### src/logic/sync_serial_pkg.sv
// constants shared by the synchronous serial port files
// assumes an 8-bit register port with small word indices
package sync_serial_pkg;
  // register indices on the plain register port
  localparam logic [2:0] ADDR_STATUS = 3'h0;
  localparam logic [2:0] ADDR_CTRL_ONE = 3'h1;
  localparam logic [2:0] ADDR_CTRL_THREE = 3'h2;
  localparam logic [2:0] ADDR_BUFFER = 3'h3;
  localparam logic [2:0] ADDR_RELOAD = 3'h4;
  localparam logic [2:0] ADDR_FLAGS = 3'h5;
  // status register fields
  localparam int STAT_SAMPLE_POS = 7;
  localparam int STAT_EDGE_POS = 6;
  localparam int STAT_FULL_POS = 0;
  localparam logic [7:0] STAT_WR_MASK = 8'hC0;
  // control one fields and the flags register done bit
  localparam int CTRL_COLL_POS = 7;
  localparam int CTRL_EN_POS = 5;
  localparam int CTRL_IDLE_POS = 4;
  localparam int FLAG_DONE_POS = 0;
  // reset values
  localparam logic [7:0] STATUS_RST = 8'h00;
  localparam logic [7:0] CTRL_ONE_RST = 8'h00;
  localparam logic [7:0] CTRL_THREE_RST = 8'h00;
  localparam logic [7:0] RELOAD_RST = 8'h00;
  localparam logic [7:0] BUFFER_RST = 8'h00;
  // mode field encodings
  localparam logic [3:0] MODE_HOST_DIV4 = 4'h0;
  localparam logic [3:0] MODE_HOST_DIV16 = 4'h1;
  localparam logic [3:0] MODE_HOST_DIV64 = 4'h2;
  localparam logic [3:0] MODE_HOST_TIMER = 4'h3;
  localparam logic [3:0] MODE_CLIENT_SEL = 4'h4;
  localparam logic [3:0] MODE_CLIENT_FREE = 4'h5;
  localparam logic [3:0] MODE_HOST_RELOAD = 4'hA;
  // half periods of the host clock in system clocks
  localparam logic [9:0] HALF_DIV4 = 10'h002;
  localparam logic [9:0] HALF_DIV16 = 10'h008;
  localparam logic [9:0] HALF_DIV64 = 10'h020;
  // byte framing
  localparam logic [3:0] BITS_LAST = 4'h7;
  localparam logic [4:0] EDGES_PER_BYTE = 5'h10;
  // host exchange state
  typedef enum logic {XFER_IDLE, XFER_SHIFT} xfer_state_type;
endpackage

### src/logic/reset_release.sv
// two-stage release of the asynchronous reset
// assumes arst_n_i may drop at any time and rise at any time
`timescale 1ns/1ps
module reset_release (
  input wire logic clock_i, // system clock
  input wire logic arst_n_i, // raw reset, active low
  output logic rst_n_o // released reset, active low
);
  logic stage_ff;
  logic sync_ff;

  // shift ones in after release
  always_ff @(posedge clock_i or negedge arst_n_i)
  begin
    if (!arst_n_i)
    begin
      stage_ff <= 1'b0;
      sync_ff <= 1'b0;
    end
    else
    begin
      stage_ff <= 1'b1;
      sync_ff <= stage_ff;
    end
  end

  assign rst_n_o = sync_ff;
endmodule

### src/logic/serial_rate_divider.sv
// host serial clock half-period tick generator
// assumes timer_i is a one-cycle pulse from an external timer
`timescale 1ns/1ps
module serial_rate_divider (
  input wire logic clock_i, // system clock
  input wire logic rst_n_i, // released reset, active low
  input wire logic ce_i, // clock enable
  input wire logic run_i, // host exchange running
  input wire logic [3:0] mode_i, // rate selection
  input wire logic [7:0] reload_i, // rate reload value
  input wire logic timer_i, // timer output pulse
  output logic tick_o // one half period elapsed
);
  logic [9:0] cnt_ff;
  logic [9:0] nxt_cnt;
  logic [9:0] half;

  // half period from the rate selection
  always_comb
  begin
    unique case (mode_i)
      sync_serial_pkg::MODE_HOST_DIV16: half = sync_serial_pkg::HALF_DIV16;
      sync_serial_pkg::MODE_HOST_DIV64: half = sync_serial_pkg::HALF_DIV64;
      sync_serial_pkg::MODE_HOST_RELOAD: half = 10'({2'h0, reload_i} + 10'h001) << 1;
      default: half = sync_serial_pkg::HALF_DIV4;
    endcase
    if (mode_i == sync_serial_pkg::MODE_HOST_TIMER)
      tick_o = run_i & timer_i;
    else
      tick_o = run_i & (cnt_ff == 10'(half - 10'h001));
    if (!run_i || tick_o)
      nxt_cnt = 10'h000;
    else
      nxt_cnt = 10'(cnt_ff + 10'h001);
  end

  // counter register
  always_ff @(posedge clock_i or negedge rst_n_i)
  begin
    if (!rst_n_i)
      cnt_ff <= 10'h000;
    else if (ce_i)
      cnt_ff <= nxt_cnt;
  end
endmodule

### src/logic/sync_serial_port.sv
// synchronous serial port, host or client, with its register file
// assumes all pin inputs are synchronous to clock_i
// Operation
// - eight-bit shift register, MSb out first, LSb in from data line
// - drive on the configured clock edge, sample on the other
// - byte ends after eight serial clock cycles, contents swapped
// - full received byte goes to the buffer, done flag set
// - buffer write loads buffer and shift register together
// - host drives serial clock; client takes it as input
// - config selects role, idle level, sample point, edge, rate, select
// - runs only while enabled; disabling allows reconfiguration
// - buffer-full bit set with the done flag on each byte
// - next byte may arrive before the last one is read
// - buffer write during a transfer is dropped, collision flag set
// - reading the buffer clears buffer-full
// - shift register has no software path except via the buffer
// - status low six bits read-only, top two and control one writable
// - reload register sets the host clock in the reload rate mode
// - an unselected client ignores the bus and drives nothing
// - both ends share clock polarity; host starts the clock
// - host starts an exchange as soon as the buffer is written
// - host rate is clock/4, /16, /64, timer/2 or reload based
// - client select high floats data out and clears the bit count
// - client sets done flag once the last bit is latched
`timescale 1ns/1ps
module sync_serial_port (
  input wire logic clock_i, // system clock, 20 MHz
  input wire logic arst_n_i, // asynchronous reset, active low
  input wire logic ce_i, // clock enable, freezes state when low
  input wire logic [2:0] addr_i, // register index
  input wire logic [7:0] wdata_i, // write data
  input wire logic wr_i, // write strobe
  input wire logic rd_i, // read strobe
  output logic [7:0] rdata_o, // read data, cycle after the strobe
  input wire logic sck_i, // serial clock pin level
  output logic sck_o, // serial clock drive
  output logic sck_oe_o, // serial clock drive enable
  input wire logic sdi_i, // serial data in
  output logic sdo_o, // serial data out
  output logic sdo_oe_o, // serial data out enable
  input wire logic ss_n_i, // client select, active low
  input wire logic timer_i, // timer output pulse for host rate
  output logic transfer_done_o, // transfer-done flag
  output logic buffer_full_o // buffer-full flag
);
  logic rst_n;
  logic tick;
  logic [7:0] status_ff, nxt_status;
  logic [7:0] ctrl_one_ff, nxt_ctrl_one;
  logic [7:0] ctrl_three_ff, nxt_ctrl_three;
  logic [7:0] reload_ff, nxt_reload;
  logic [7:0] buffer_ff, nxt_buffer;
  logic [7:0] shift_ff, nxt_shift;
  logic [7:0] rdata_ff, nxt_rdata;
  logic [3:0] count_ff, nxt_count;
  logic [4:0] ticks_ff, nxt_ticks;
  sync_serial_pkg::xfer_state_type state_ff, nxt_state;
  logic done_ff, nxt_done;
  logic sck_ff, nxt_sck;
  logic sck_prev_ff;
  logic sck_oe_ff, nxt_sck_oe;
  logic sdo_ff, nxt_sdo;
  logic sdo_oe_ff, nxt_sdo_oe;
  logic enabled, host, client, sel_used, selected, idle_lvl, out_edge, late;
  logic busy, buf_wr, buf_rd, sample, drive, clear_count;
  logic [4:0] tick_num, last_tick;

  // host role for the rate modes only; client modes and unused encodings are not host
  function automatic logic is_host(input logic [3:0] mode);
    is_host = (mode == sync_serial_pkg::MODE_HOST_DIV4)
      || (mode == sync_serial_pkg::MODE_HOST_DIV16)
      || (mode == sync_serial_pkg::MODE_HOST_DIV64)
      || (mode == sync_serial_pkg::MODE_HOST_TIMER)
      || (mode == sync_serial_pkg::MODE_HOST_RELOAD);
  endfunction

  // host edge number that captures data for the chosen edge
  function automatic logic is_capture(input logic [4:0] num, input logic edge_sel);
    is_capture = (num != 5'h00) && (num <= sync_serial_pkg::EDGES_PER_BYTE)
      && (num[0] == edge_sel);
  endfunction

  reset_release u_reset (
    .clock_i(clock_i),
    .arst_n_i(arst_n_i),
    .rst_n_o(rst_n)
  );

  serial_rate_divider u_rate (
    .clock_i(clock_i),
    .rst_n_i(rst_n),
    .ce_i(ce_i),
    .run_i(state_ff == sync_serial_pkg::XFER_SHIFT),
    .mode_i(ctrl_one_ff[3:0]),
    .reload_i(reload_ff),
    .timer_i(timer_i),
    .tick_o(tick)
  );

  // configuration decode
  always_comb
  begin
    enabled = ctrl_one_ff[sync_serial_pkg::CTRL_EN_POS];
    host = is_host(ctrl_one_ff[3:0]);
    client = (ctrl_one_ff[3:0] == sync_serial_pkg::MODE_CLIENT_SEL)
      || (ctrl_one_ff[3:0] == sync_serial_pkg::MODE_CLIENT_FREE);
    sel_used = ctrl_one_ff[3:0] == sync_serial_pkg::MODE_CLIENT_SEL;
    selected = !sel_used || !ss_n_i;
    idle_lvl = ctrl_one_ff[sync_serial_pkg::CTRL_IDLE_POS];
    out_edge = status_ff[sync_serial_pkg::STAT_EDGE_POS];
    late = host && status_ff[sync_serial_pkg::STAT_SAMPLE_POS];
    busy = enabled && ((state_ff == sync_serial_pkg::XFER_SHIFT) || (count_ff != 4'h0));
    buf_wr = wr_i && (addr_i == sync_serial_pkg::ADDR_BUFFER);
    buf_rd = rd_i && (addr_i == sync_serial_pkg::ADDR_BUFFER);
  end

  // serial edge events for either role
  always_comb
  begin
    tick_num = 5'(ticks_ff + 5'h01);
    last_tick = 5'(sync_serial_pkg::EDGES_PER_BYTE + 5'(late && !out_edge));
    sample = 1'b0;
    drive = 1'b0;
    if (enabled && host && tick)
    begin
      // late sampling moves capture to the end of the bit time
      if (late)
        sample = is_capture(5'(tick_num - 5'h01), out_edge);
      else
        sample = is_capture(tick_num, out_edge);
      drive = (tick_num <= sync_serial_pkg::EDGES_PER_BYTE)
        && (tick_num[0] != out_edge);
    end
    else if (enabled && client && selected && !buf_wr && (sck_i != sck_prev_ff))
    begin
      sample = (sck_i != idle_lvl) == out_edge;
      drive = (sck_i != idle_lvl) != out_edge;
    end
    clear_count = !enabled || (client && sel_used && ss_n_i);
  end

  // shift engine, buffer and flags
  always_comb
  begin
    nxt_state = state_ff;
    nxt_ticks = ticks_ff;
    nxt_count = count_ff;
    nxt_shift = shift_ff;
    nxt_buffer = buffer_ff;
    nxt_sdo = sdo_ff;
    nxt_sck = sck_ff;
    nxt_done = done_ff;
    nxt_status = status_ff;
    nxt_ctrl_one = ctrl_one_ff;
    nxt_ctrl_three = ctrl_three_ff;
    nxt_reload = reload_ff;
    // software side effects first, hardware sets override
    if (buf_rd)
      nxt_status[sync_serial_pkg::STAT_FULL_POS] = 1'b0;
    if (wr_i)
    begin
      unique case (addr_i)
        sync_serial_pkg::ADDR_STATUS:
          nxt_status = (wdata_i & sync_serial_pkg::STAT_WR_MASK)
            | (status_ff & ~sync_serial_pkg::STAT_WR_MASK);
        sync_serial_pkg::ADDR_CTRL_ONE:
        begin
          nxt_ctrl_one = wdata_i;
          nxt_ctrl_one[sync_serial_pkg::CTRL_COLL_POS] =
            wdata_i[sync_serial_pkg::CTRL_COLL_POS]
            && ctrl_one_ff[sync_serial_pkg::CTRL_COLL_POS];
        end
        sync_serial_pkg::ADDR_CTRL_THREE: nxt_ctrl_three = wdata_i;
        sync_serial_pkg::ADDR_RELOAD: nxt_reload = wdata_i;
        sync_serial_pkg::ADDR_FLAGS:
          nxt_done = done_ff && wdata_i[sync_serial_pkg::FLAG_DONE_POS];
        default: nxt_done = nxt_done;
      endcase
    end
    // buffer write: collision, held off, or load both registers
    if (buf_wr && busy)
      nxt_ctrl_one[sync_serial_pkg::CTRL_COLL_POS] = 1'b1;
    else if (buf_wr && !ctrl_one_ff[sync_serial_pkg::CTRL_COLL_POS])
    begin
      nxt_buffer = wdata_i;
      nxt_shift = wdata_i;
      nxt_sdo = wdata_i[7];
      if (enabled && host)
      begin
        nxt_state = sync_serial_pkg::XFER_SHIFT;
        nxt_ticks = 5'h00;
      end
    end
    // host clock toggles on each edge tick
    if (!enabled || !host)
      nxt_sck = idle_lvl;
    else if (tick && (tick_num <= sync_serial_pkg::EDGES_PER_BYTE))
      nxt_sck = !sck_ff;
    if (enabled && host && tick)
    begin
      nxt_ticks = tick_num;
      if (tick_num == last_tick)
        nxt_state = sync_serial_pkg::XFER_IDLE;
    end
    // output next bit, taking a same-edge capture into account
    if (drive)
      nxt_sdo = sample ? shift_ff[6] : shift_ff[7];
    if (sample)
    begin
      nxt_shift = {shift_ff[6:0], sdi_i};
      nxt_count = 4'(count_ff + 4'h1);
      if (count_ff == sync_serial_pkg::BITS_LAST)
      begin
        nxt_count = 4'h0;
        nxt_buffer = {shift_ff[6:0], sdi_i};
        nxt_done = 1'b1;
        nxt_status[sync_serial_pkg::STAT_FULL_POS] = 1'b1;
      end
    end
    if (clear_count)
    begin
      nxt_count = 4'h0;
      nxt_state = sync_serial_pkg::XFER_IDLE;
      nxt_ticks = 5'h00;
    end
  end

  // pin enables and read data
  always_comb
  begin
    nxt_sck_oe = enabled && host;
    nxt_sdo_oe = enabled && (host || (client && selected));
    nxt_rdata = 8'h00;
    if (rd_i)
    begin
      unique case (addr_i)
        sync_serial_pkg::ADDR_STATUS: nxt_rdata = status_ff;
        sync_serial_pkg::ADDR_CTRL_ONE: nxt_rdata = ctrl_one_ff;
        sync_serial_pkg::ADDR_CTRL_THREE: nxt_rdata = ctrl_three_ff;
        sync_serial_pkg::ADDR_BUFFER: nxt_rdata = buffer_ff;
        sync_serial_pkg::ADDR_RELOAD: nxt_rdata = reload_ff;
        sync_serial_pkg::ADDR_FLAGS: nxt_rdata = {7'h00, done_ff};
        default: nxt_rdata = 8'h00;
      endcase
    end
  end

  // state registers
  always_ff @(posedge clock_i or negedge rst_n)
  begin
    if (!rst_n)
    begin
      status_ff <= sync_serial_pkg::STATUS_RST;
      ctrl_one_ff <= sync_serial_pkg::CTRL_ONE_RST;
      ctrl_three_ff <= sync_serial_pkg::CTRL_THREE_RST;
      reload_ff <= sync_serial_pkg::RELOAD_RST;
      buffer_ff <= sync_serial_pkg::BUFFER_RST;
      shift_ff <= 8'h00;
      rdata_ff <= 8'h00;
      count_ff <= 4'h0;
      ticks_ff <= 5'h00;
      state_ff <= sync_serial_pkg::XFER_IDLE;
      done_ff <= 1'b0;
      sck_ff <= 1'b0;
      sck_prev_ff <= 1'b0;
      sck_oe_ff <= 1'b0;
      sdo_ff <= 1'b0;
      sdo_oe_ff <= 1'b0;
    end
    else if (ce_i)
    begin
      status_ff <= nxt_status;
      ctrl_one_ff <= nxt_ctrl_one;
      ctrl_three_ff <= nxt_ctrl_three;
      reload_ff <= nxt_reload;
      buffer_ff <= nxt_buffer;
      shift_ff <= nxt_shift;
      rdata_ff <= nxt_rdata;
      count_ff <= nxt_count;
      ticks_ff <= nxt_ticks;
      state_ff <= nxt_state;
      done_ff <= nxt_done;
      sck_ff <= nxt_sck;
      sck_prev_ff <= sck_i;
      sck_oe_ff <= nxt_sck_oe;
      sdo_ff <= nxt_sdo;
      sdo_oe_ff <= nxt_sdo_oe;
    end
  end

  // outputs straight from flops
  assign rdata_o = rdata_ff;
  assign sck_o = sck_ff;
  assign sck_oe_o = sck_oe_ff;
  assign sdo_o = sdo_ff;
  assign sdo_oe_o = sdo_oe_ff;
  assign transfer_done_o = done_ff;
  assign buffer_full_o = status_ff[sync_serial_pkg::STAT_FULL_POS];
endmodule

### config.mk
export PLATFORM = sky130hd
export DESIGN_NAME = sync_serial_port
export DESIGN_NICKNAME = d
export VERILOG_FILES = /design/src/logic/sync_serial_pkg.sv /design/src/logic/reset_release.sv /design/src/logic/serial_rate_divider.sv /design/src/logic/sync_serial_port.sv
export SDC_FILE = /design/constraint.sdc
export NUM_CORES = 1
export LEC_CHECK = 0
export ABC_CLOCK_PERIOD_IN_PS = 2100
export BUFFER_PORTS_ARGS = -buffer_cell sky130_fd_sc_hd__buf_2
export CAP_MARGIN = 5
export CORE_ASPECT_RATIO = 1.1
export CORE_MARGIN = 1
export CORE_UTILIZATION = 55
export CTS_CLUSTER_SIZE = 12
export DETAILED_ROUTE_END_ITERATION = 8
export GPL_TIMING_DRIVEN = 0
export PLACE_DENSITY = 0.77
export SYNTH_ARGS = -nofsm -noshare
export SYNTH_HDL_FRONTEND = slang
export SYNTH_SLANG_ARGS = --single-unit
export TNS_END_PERCENT = 20
### constraint.sdc
create_clock -name clock_i -period 2.1 [get_ports clock_i]
set_input_delay 0.42 -clock clock_i [delete_from_list [all_inputs] [get_ports clock_i]]
set_output_delay 0.42 -clock clock_i [all_outputs]
set_load 0.05 [all_outputs]
==> impl_metrics.csv, run 1 <==
group,metric,value,unit
power,powerDensity,794,mW/mm^2
sta,setup_slack,-1.06,ns
floorplan,die_h,99.1,um
drt,viasPerCell,6.36,
setup_path,crit_end,"shift_ff[3]$_DFFE_PN0P_",
clock_tree,clock_latency,0.36,ns
power,vdd.ir_drop.worst,0.561,mV
run_status,violations,"negative setup slack",
sta,fmax,0.317,GHz
placed_design,placed_cell_area,0.00508,sq mm
synth,async_flop_share,100,%
drt,first_pass_iters,5,
grt,grt_max_degree,69,
synth,ys_seq_area_share,41.9,%
synth,netlist_area,0.00471,sq mm
clock_tree,cts_buffer_depth,2,
drt,dr_total_vias,4106,
clock_tree,h-tree-depth,3,
synth,syn_area_per_cell,9.97,sq um
sta,tns,-38.47,ns
sta,rsz0062_at_grt,"yes",
floorplan,rows,35,
synth,synth_edf_count,0,
placed_design,dp.cells,616,
drt,drt-total-wl,12.5,mm
synth,yosys_warnings,0,
layout,final_cell_area,0.00556,sq mm
clock_tree,clock-sinks,79,
clock_tree,cts_tree,"yes",
synth,synth_top_area_cell,"dfrtp_1",
drt,first_iter_violations,355,
grt,grt_antenna_before_repair,0,
synth,synth_seq_cells,79,
run_status,status,"complete, but fails checks",
sta,slew_violations,0,
grt,grt_pass1_vias,4144,
drt,drc,0,
sta,worst_pin_slew,1.39,ns
floorplan,io_pins,34,
synth,ys.flop_type,"dfrtp_1",
layout,layout.cells.non_filler,646,
sta,fin_crit_sh,150,%
layout,layout-drive-gt1-share,27.5,%
grt,gr-total-overflow,0,
grt,grt_pass1_wl,20.3,mm
hold_path,min_path_type,"reg2async",
sta,whs,0.164,ns
setup_path,r2r_setup_slack,-1.06,ns
floorplan,start_util,56.4,%
setup_path,critPathKind,"reg2reg",
setup_path,worstReg2RegEnd,"shift_ff[3]$_DFFE_PN0P_",
sta,clock_skew,0.0115,ns
clock_tree,cts-root-buf,"clkbuf_8",
synth,synth_nets,501,
placed_design,place.gp.congestion,0.868,
setup_path,critPathRequiredTime,2.34,ns
clock_tree,cts_buffers,9,
layout,synthToLayoutAreaGrowth,18.0,%
layout,antenna_cells,0,
grt,grt_usage,28.7,%
sta,slew_headroom,6.52,%
power,p_leak,2.35,nW
placed_design,dp_hpwl,8.73,mm
synth,synth_cell_type_count,67,
clock_tree,clk_pin_slew,0.09,ns
synth,synthTopCellsByArea,"dfrtp_1 (42%), mux2_2 (6.7%), xnor2_1 (3.3%)",
floorplan,dieWidth,90.3,um
setup_path,end_kind,"flip-flop",
setup_path,ff2ff_path_depth,12,
placed_design,pre_cts_slack,-1.16,ns
floorplan,dieArea,0.00895,sq mm
synth,netlist_instances,473,
sta,setup_viol,45,
setup_path,setup.worst_path.start,"reload_ff[3]$_DFFE_PN0P_",
sta,hold_violations,0,
job,maxCapViolCount,0,
sta,finalCriticalPeriod,3.16,ns
placed_design,placement.io_buffers,30,
setup_path,rr_startpoint,"reload_ff[3]$_DFFE_PN0P_",
setup_path,crit_fanout,10,
drt,wl_per_cell,19.3,um
layout,final_nets,558,
floorplan,fp.coreArea,0.00836,sq mm
drt,ant_nets,0,
setup_path,cp.arrival,3.39,ns
setup_path,critPathLaunchType,"flip-flop",
synth,netlist.area_leader.share,41.9,%
## report_power, final
part / switching [mW] / total (mW) / internal (mW)
clock: 0.613 / 1.17 / 0.562
sequential: 0.242 / 1.98 / 1.73
combinational: 0.693 / 1.27 / 0.575
## cell usage in the layout (no fill, tap or decap), types with 9 or more instances in the layout
cell       Yosys  routed
mux2_2        28      27
nor2_1        36      35
buf_2          6      33
a2bb2oi_1     10      10
clkbuf_1      18      15
buf_4          0      15
o21ai_0       19      16
nor3_1        14      12
o2bb2ai_1     13      12
xor2_1        11      10
inv_1         18      18
nand2_1       28      28
or3_1         11      10
nand3_1       13      13
dfrtp_1       79      72
clkbuf_8       0       9
xnor2_1       18      16
mux2i_1       10      10
## cells by family (layout without fill, tap and decap cells)
family          count (synthesis)  after routing  synth area share, %
simple gates                  148            148                 16.5
compound gates                125            126                 20.7
flops                          79             79                 41.9
buf+inv                        43            104                 3.58
mux                            40             40                 9.77
xor+xnor                       29             29                 5.39
fa+ha+maj                       8              8                 2.12
other cells                     1              1               0.0795
## through the flow
step           total power [mW]  utilization, %
2_1_floorplan              2.78               -
6_report                   4.42            66.5
3_5_place_dp               3.08            60.8
3_3_place_gp               3.04            60.3
5_1_grt                    4.61            66.5
4_1_cts                    4.35            65.4
## state kept, by name, summed over array words and instances, names as in the netlist, 3 cells and up
name,flops
buffer_ff,8
count_ff,4
ctrl_one_ff,8
ctrl_three_ff,8
rdata_o,8
reload_ff,8
shift_ff,8
status_ff,3
ticks_ff,5
u_rate.cnt_ff,10
## layer usage
| metal | vias to the layer above | global-route usage (%) | share of wire (%) | routed length, um |
|---|---|---|---|---|
| met4 | 0 | 13.4 | 3.0 | 376 |
| met1 | 2047 | 35.9 | 42 | 5260 |
| li1 | 1883 | - | - | - |
| met5 | - | 0 | 0 | 0 |
| met3 | 36 | 3.13 | 4.6 | 573 |
| met2 | 140 | 50.2 | 50 | 6280 |
## worst min-delay path by stage
stage,start,to,slack (ns),cells after the start
finish,u_reset.rst_n_o$_DFF_PN0_,count_ff[2]$_DFFE_PN0P_,0.16,0
global route,u_reset.rst_n_o$_DFF_PN0_,count_ff[2]$_DFFE_PN0P_,0.18,0
detailed placement,u_reset.rst_n_o$_DFF_PN0_,count_ff[2]$_DFFE_PN0P_,0.17,0
CTS,u_reset.rst_n_o$_DFF_PN0_,count_ff[2]$_DFFE_PN0P_,0.17,0
floorplan,arst_n_i,u_reset.rst_n_o$_DFF_PN0_,0.12,0
global placement,arst_n_i,u_reset.rst_n_o$_DFF_PN0_,0.20,1
## critical path: stages (launching register included)
cell and delay (ns):
dfrtp_1 0.33, buf_2 0.21, nand2_1 0.11, or3_4 0.41
a221oi_2 0.34, a31o_1 0.18, a221oi_2 0.04, a221o_1 0.42
a211oi_4 0.37, a21oi_4 0.17, buf_6 0.19, o22ai_1 0.17
a2bb2oi_1 0.08
## repair_timing
item	4_1_cts	5_1_grt
setup endpoints to repair	48	40
hold endpoints to repair	2	0
pin swaps	20	5
hold buffers	1	0
gates resized for setup	22	14
setup buffers	13	3
cloned	1	0
## layout make-up
class / instances / area, sq um
fill: 681 / 2800
timing repair buffer: 49 / 320
tap: 111 / 139
multi-input combinational: 352 / 2750
clock inverter: 7 / 77.6
buffer: 21 / 93.8
clock buffer: 9 / 124
sequential: 79 / 1990
inverter: 18 / 67.6
## synth_stat cells, drive strengths merged (3+ instances only)
library cell  number
o21ai             21
nor2b              6
a22oi              7
or3               12
a31oi              4
a31o               3
o22ai              9
o21a               3
and3               5
dfrtp             79
o2bb2ai           13
mux2              28
nand3             14
mux2i             10
inv               18
o22a               6
and2               5
a211oi             5
a311oi             7
nor3              14
nor2              36
nand2b             6
clkbuf            18
xnor2             18
nand4b             3
buf                7
ha                 8
nand4              6
a21oi             11
a22o               8
xor2              11
nand2             28
a2bb2oi           10
Note: power is estimated with default switching activity, not from simulation.
==> inputs of run 2 (changes only) <==
--- a/config.mk
+++ b/config.mk
@@ -5,16 +5,16 @@
 export SDC_FILE = /design/constraint.sdc
 export NUM_CORES = 1
 export LEC_CHECK = 0
-export ABC_CLOCK_PERIOD_IN_PS = 2100
-export BUFFER_PORTS_ARGS = -buffer_cell sky130_fd_sc_hd__buf_2
+export ABC_CLOCK_PERIOD_IN_PS = 3200
 export CAP_MARGIN = 5
 export CORE_ASPECT_RATIO = 1.1
 export CORE_MARGIN = 1
-export CORE_UTILIZATION = 55
+export CORE_UTILIZATION = 64
 export CTS_CLUSTER_SIZE = 12
 export DETAILED_ROUTE_END_ITERATION = 8
+export DONT_BUFFER_PORTS = 1
 export GPL_TIMING_DRIVEN = 0
-export PLACE_DENSITY = 0.77
+export PLACE_DENSITY = 0.8
 export SYNTH_ARGS = -nofsm -noshare
 export SYNTH_HDL_FRONTEND = slang
 export SYNTH_SLANG_ARGS = --single-unit
==> constraint.sdc (replaced) <==
create_clock -name clock_i -period 3.2 [get_ports clock_i]
set_input_delay 0.64 -clock clock_i [delete_from_list [all_inputs] [get_ports clock_i]]
set_output_delay 0.64 -clock clock_i [all_outputs]
set_load 0.05 [all_outputs]
==> run 2 against run 1 <==
The flow now finishes without violations; sequential share of layout area increased by 1.1 points; combinational power decreased by 41%; via count decreased by 2.9%; non-clock buffer count decreased by 31; largest power group unchanged; cell count decreased by 8.8%; critical path type unchanged.
==> impl_metrics.csv, run 2 (synthesis gave the netlist of run 1 again) <==
group,metric,value,unit
run_status,status,"finished clean",
setup_path,critPathLaunchType,"flip-flop",
setup_path,rr_startpoint,"reload_ff[1]$_DFFE_PN0P_",
sta,tns,0,ns
sta,hold_violations,0,
power,pwr-share-seq,47.0,%
floorplan,io_pins,34,
sta,slew_violations,0,
drt,viasPerCell,6.77,
sta,worst_pin_slew,1.01,ns
layout,layout-drive-gt1-share,23.0,%
clock_tree,h-tree-depth,3,
drt,dr_total_vias,3988,
layout,final_common_cell,"dfrtp_1",
layout,post-route-util,76.1,%
sta,fmax,0.319,GHz
setup_path,worstReg2RegEnd,"buffer_ff[1]$_DFFE_PN0P_",
power,power_frac_clock,26.8,%
drt,first_iter_violations,413,
power,powerDensity,532,mW/mm^2
grt,grt_pass1_wl,19.7,mm
setup_path,ff2ff_path_depth,12,
drt,ant_nets,0,
job,maxCapViolCount,0,
layout,largest_reg_flops,10,
setup_path,cp.arrival,3.35,ns
clock_tree,clock-sinks,79,
floorplan,rows,32,
floorplan,die_h,92.0,um
sta,fin_crit_sh,98.1,%
sta,setup_viol,0,
placed_design,place.gp.congestion,0.886,
layout,final_cell_mix,"dfrtp_1 (73), nor2_1 (32), nand2_1 (28), mux2_2 (28), inv_1 (18)",
power,pwr-share-comb,26.2,%
power,vdd.ir_drop.worst,0.485,mV
placed_design,dp_hpwl,8.46,mm
layout,top_register,"u_rate.cnt_ff",
setup_path,crit_fanout,8,
layout,synthToLayoutAreaGrowth,14.5,%
clock_tree,cts_buffer_depth,2,
grt,grt_antenna_before_repair,0,
clock_tree,clock_latency,0.36,ns
power,internal_power,1.88,mW
power,p_leak,2.20,nW
clock_tree,cts-root-buf,"clkbuf_8",
floorplan,fp.coreArea,0.00709,sq mm
setup_path,critPathKind,"reg2reg",
drt,wl_per_cell,20.7,um
placed_design,placement.io_buffers,0,
grt,grt_usage,33.0,%
layout,final_nets,527,
sta,finalCriticalPeriod,3.14,ns
power,switching_share,34.4,%
floorplan,dieArea,0.00771,sq mm
sta,rsz0062_at_grt,"yes",
clock_tree,cts_tree,"yes",
sta,clock_skew,0.0112,ns
drt,first_pass_iters,5,
power,p_total,2.87,mW
floorplan,dieWidth,83.8,um
setup_path,end_kind,"flip-flop",
clock_tree,clk_pin_slew,0.09,ns
grt,grt_max_degree,50,
drt,drc,0,
power,p_sw,0.989,mW
grt,grt_pass1_vias,3915,
sta,slew_headroom,31.8,%
setup_path,r2r_setup_slack,0.06,ns
sta,whs,0.262,ns
setup_path,critPathRequiredTime,3.41,ns
drt,drt-total-wl,12.2,mm
layout,antenna_cells,0,
floorplan,start_util,66.5,%
hold_path,min_path_type,"reg2async",
grt,gr-total-overflow,0,
clock_tree,cts_buffers,9,
-- run 2: cell count changes in the layout (fill, tap and decap cells not counted), moves of 2 or more --
cell	previous run	this run
a311oi_2	0	3
buf_4	15	13
o22ai_2	4	1
buf_2	33	4
a311oi_1	7	4
o22ai_1	5	8
nor2_2	1	4
nor2_1	35	32
-- run 2: power by group through the flow --
stage               sequential (mW)  clock (mW)  combinational (mW)
floorplan                      1.31           0               0.500
global placement               1.35           0               0.589
detailed placement             1.35           0               0.627
CTS                            1.33       0.773               0.662
global route                   1.37       0.815               0.820
finish                         1.35       0.769               0.752
-- run 2: timing repair --
item | CTS | global route
pin swaps | 5 | 17
hold endpoints to repair | 2 | 0
buffers inserted | 6 | 8
hold buffers | 1 | 0
gates cloned | 1 | 0
setup endpoints to repair | 33 | 39
gates resized for setup | 9 | 43
-- run 2: worst max-delay path by stage --
stage	startpoint	to	slack, ns	cells past startpoint
floorplan	reload_ff[0]$_DFFE_PN0P_	count_ff[0]$_DFFE_PN0P_	0.21	11
global placement	addr_i[0]	ticks_ff[0]$_DFFE_PN0P_	-0.21	7
detailed placement	addr_i[0]	ticks_ff[0]$_DFFE_PN0P_	-0.27	7
CTS	reload_ff[0]$_DFFE_PN0P_	shift_ff[4]$_DFFE_PN0P_	0.002	12
global route	addr_i[0]	state_ff$_DFFE_PN0P_	-0.06	11
finish	reload_ff[1]$_DFFE_PN0P_	buffer_ff[1]$_DFFE_PN0P_	0.06	12
-- run 2: area by class of cell --
class / instances / area [sq um]
sequential: 79 / 1990
fill: 473 / 1690
tap: 85 / 106
clock buffer: 11 / 141
buffer: 23 / 104
clock inverter: 5 / 63.8
multi-input combinational: 352 / 2780
inverter: 18 / 67.6
timing repair buffer: 16 / 150
-- run 2: critical path, stage by stage (launching register included) --
cell      delay (ns)
dfrtp_1         0.43
ha_4            0.20
and4_4          0.18
o21a_1          0.22
or3_1           0.37
a21oi_1         0.15
o21ai_1         0.07
a221o_1         0.37
a211oi_4        0.40
a21oi_4         0.16
nor2b_1         0.13
buf_4           0.18
a311oi_1        0.11
-- run 2: layer usage --
metal	vias to the layer above	wire, um	global-route usage (%)
li1	1817	-	-
met1	1956	4830	41.9
met2	170	6040	55.8
met3	45	844	5.85
met4	0	459	13.5
met5	-	0	0
-- run 2: metrics by stage --
stage / instance area [sq um] / std cells / setup WS (ns)
detailed placement: 4860 / 559 / -0.271
CTS: 5160 / 582 / 0.00237
global route: 5400 / 589 / -0.0563
finish: 5400 / 589 / 0.0612
floorplan: 4710 / 473 / 0.215
global placement: 4820 / 558 / -0.210
==> inputs of run 3 (changes only) <==
--- a/config.mk
+++ b/config.mk
@@ -5,6 +5,7 @@
 export SDC_FILE = /design/constraint.sdc
 export NUM_CORES = 1
 export LEC_CHECK = 0
+export ABC_AREA = 1
 export ABC_CLOCK_PERIOD_IN_PS = 3200
 export CAP_MARGIN = 5
 export CORE_ASPECT_RATIO = 1.1
==> run 3 against run 2 <==
Hold slack lost 0.038 ns; synthesized cell count up 50%; total power increased by 7.0%; combinational power grew 11%; register-to-register slack gained 0.07 ns; first-iteration DRC count fell by 18%; critical endpoint is now shift_ff[3]$_DFFE_PN0P_; critical path depth grew 11.
==> impl_metrics.csv, run 3 <==
group,metric,value,unit
floorplan,start_util,65.9,%
drt,wl_per_cell,14.9,um
setup_path,critPathRequiredTime,3.46,ns
synth,synth_cell_type_count,41,
power,powerDensity,560,mW/mm^2
synth,ys_seq_area_share,40.4,%
synth,synth_top_area_cell,"dfrtp_1",
sta,worst_pin_slew,0.720,ns
sta,setup_slack,0.130,ns
synth,netlist.area_leader.share,40.4,%
grt,busiest_layer,"met2",
clock_tree,clock-sinks,79,
placed_design,dp_hpwl,9.12,mm
run_status,status,"finished clean",
setup_path,end_kind,"flip-flop",
setup_path,critPathKind,"reg2reg",
power,vdd.ir_drop.worst,0.384,mV
setup_path,critPathLaunchType,"flip-flop",
drt,dr_total_vias,4669,
hold_path,min_path_type,"reg2async",
sta,fin_crit_sh,95.9,%
drt,drt-total-wl,12.4,mm
synth,syn_area_per_cell,6.89,sq um
sta,rsz0062_at_grt,"yes",
placed_design,placement.io_buffers,0,
drt,viasPerCell,5.61,
layout,nFillCells,613,
synth,ys.flop_type,"dfrtp_1",
sta,hold_violations,0,
synth,synth_edf_count,0,
synth,async_flop_share,100,%
drt,first_pass_iters,5,
power,p_total,3.07,mW
layout,final_cell_mix,"nand2_1 (283), dfrtp_1 (78), inv_1 (77)",
grt,grt_max_degree,59,
drt,ant_nets,0,
synth,yosys_warnings,0,
drt,drc,0,
grt,grt_usage,31.9,%
synth,synth_seq_cells,79,
setup_path,crit_fanout,7,
layout,layout-drive-gt1-share,9.79,%
grt,use_met2,53.2,%
sta,setup_viol,0,
placed_design,pre_cts_slack,-0.0502,ns
floorplan,io_pins,34,
layout,post-route-util,73.8,%
job,maxCapViolCount,0,
layout,top_register,"u_rate.cnt_ff",
grt,use_met3,5.62,%
floorplan,dieWidth,85.4,um
synth,synth_nets,738,
floorplan,fp.coreArea,0.00743,sq mm
grt,grt_pass1_wl,19.7,mm
clock_tree,cts_buffers,9,
layout,synthToLayoutAreaGrowth,12.1,%
power,p_leak,2.77,nW
grt,gr-total-overflow,0,
clock_tree,cts_buffer_depth,2,
synth,netlist_area,0.00489,sq mm
synth,synth_most_common_cell,"nand2_1",
drt,first_iter_violations,340,
clock_tree,cts_tree,"yes",
layout,final_nets,769,
sta,slew_headroom,51.8,%
layout,largest_reg_flops,10,
synth,netlist_instances,710,
clock_tree,clk_pin_slew,0.09,ns
clock_tree,clock_latency,0.37,ns
sta,finalCriticalPeriod,3.07,ns
sta,clock_skew,0.0169,ns
layout,final_common_cell,"nand2_1",
sta,fmax,0.326,GHz
floorplan,dieArea,0.00800,sq mm
setup_path,cp.arrival,3.33,ns
clock_tree,h-tree-depth,3,
placed_design,place.gp.congestion,0.955,
layout,antenna_cells,0,
clock_tree,cts-root-buf,"clkbuf_8",
floorplan,die_h,93.7,um
grt,grt_pass1_vias,4193,
grt,grt_antenna_before_repair,0,
floorplan,rows,33,
sta,slew_violations,0,
grt,use_met1,41.7,%
synth,synthTopCellsByCount,"nand2_1 (285), dfrtp_1 (79), inv_1 (78), o21ai_0 (62), nor2_1 (45)",
synth,synthTopCellsByArea,"dfrtp_1 (40%), nand2_1 (22%), o21ai_0 (6.3%)",
-- run 3: cell types whose count changed in the layout (fill, tap and decap cells not counted), sizes merged, moves of 8 or more --
cell,change
a22o,-8
a2bb2oi,-10
clkbuf,-9
inv,+67
mux2,-28
mux2i,-10
nand2,+265
nand3,+29
nor2,+12
o21ai,+43
o2bb2ai,-13
or3,-12
xnor2,-15
-- run 3: cell type report --
cell class	instances	area [sq um]	area share, %
tap	87	109	1.98
sequential	79	1980	36.1
clock buffer	9	124	2.26
clock inverter	7	83.8	1.53
timing repair buffer	20	180	3.28
multi-input combinational	532	2600	47.4
buffer	14	80.1	1.46
inverter	85	327	5.95
-- run 3: critical path, stage by stage (launching register included) --
cell and delay (ns):
dfrtp_1 0.40, buf_4 0.17, nor2_4 0.14, nand2_2 0.08, nand2_2 0.09, nand2_4 0.07
inv_4 0.07, ha_4 0.21, xnor2_2 0.14, nor3_2 0.16, nand3_1 0.08, nor2_1 0.11
nand2_1 0.06, nor2_1 0.11, nand4_1 0.17, nand2_2 0.22, nand3_4 0.12, nand2_4 0.13
nand2_8 0.08, buf_6 0.13, nand2_1 0.06, nand2_1 0.05, nand2_1 0.06, nand2_1 0.06
-- run 3: logic make-up after synthesis --
logic type | count (synthesis) | synth area share, %
AO/OA/AOI/OAI | 96 | 11.3
XOR/XNOR | 15 | 2.68
adder cells (fa/ha/maj) | 8 | 2.05
buffers and inverters | 99 | 8.18
flip-flops | 79 | 40.4
other | 1 | 0.0766
AND/OR/NAND/NOR | 412 | 35.4
-- run 3: power breakdown --
part,switching [mW],internal [mW]
combinational,0.515,0.316
clock,0.421,0.377
sequential,0.269,1.17
-- run 3: final timing paths --
path | depth (start not counted) | to | slack [ns] | from
max | 23 | shift_ff[3]$_DFFE_PN0P_ | 0.13 | ctrl_one_ff[0]$_DFFE_PN0P_
max in group asynchronous | 1 | sdo_oe_o$_DFFE_PN0P_ | 2.39 | u_reset.rst_n_o$_DFF_PN0_
min | 0 | shift_ff[3]$_DFFE_PN0P_ | 0.22 | u_reset.rst_n_o$_DFF_PN0_
max reg2reg | 23 | shift_ff[3]$_DFFE_PN0P_ | 0.13 | ctrl_one_ff[0]$_DFFE_PN0P_
min in group clock_i | 0 | u_reset.rst_n_o$_DFF_PN0_ | 0.36 | u_reset.stage_ff$_DFF_PN0_
min reg2reg | 0 | shift_ff[3]$_DFFE_PN0P_ | 0.22 | u_reset.rst_n_o$_DFF_PN0_
-- run 3: per-stage QoR --
stage / cells / hold WS, ns / instance area [sq um] / setup TNS (ns)
CTS: 819 / 0.229 / 5290 / 0
floorplan: 710 / 0.331 / 4890 / 0
global placement: 797 / 0.337 / 5000 / -0.329
global route: 833 / 0.256 / 5490 / -0.964
finish: 833 / 0.223 / 5490 / 0
detailed placement: 798 / 0.221 / 5030 / -0.826
-- run 3: routing by layer --
metal	vias to the layer above	share of wire [%]
li1	2336	-
met1	2150	43
met2	154	48
met3	29	6.1
met4	0	2.9
met5	-	0
-- run 3: repair_timing --
action                                  CTS  global route
buffers inserted                          4            13
endpoints found under the setup margin   27            38
pin swaps                                 4            12
hold endpoints to repair                  2             0
resized for setup                         1            23
hold buffers                              1             0
cloned                                    0             1
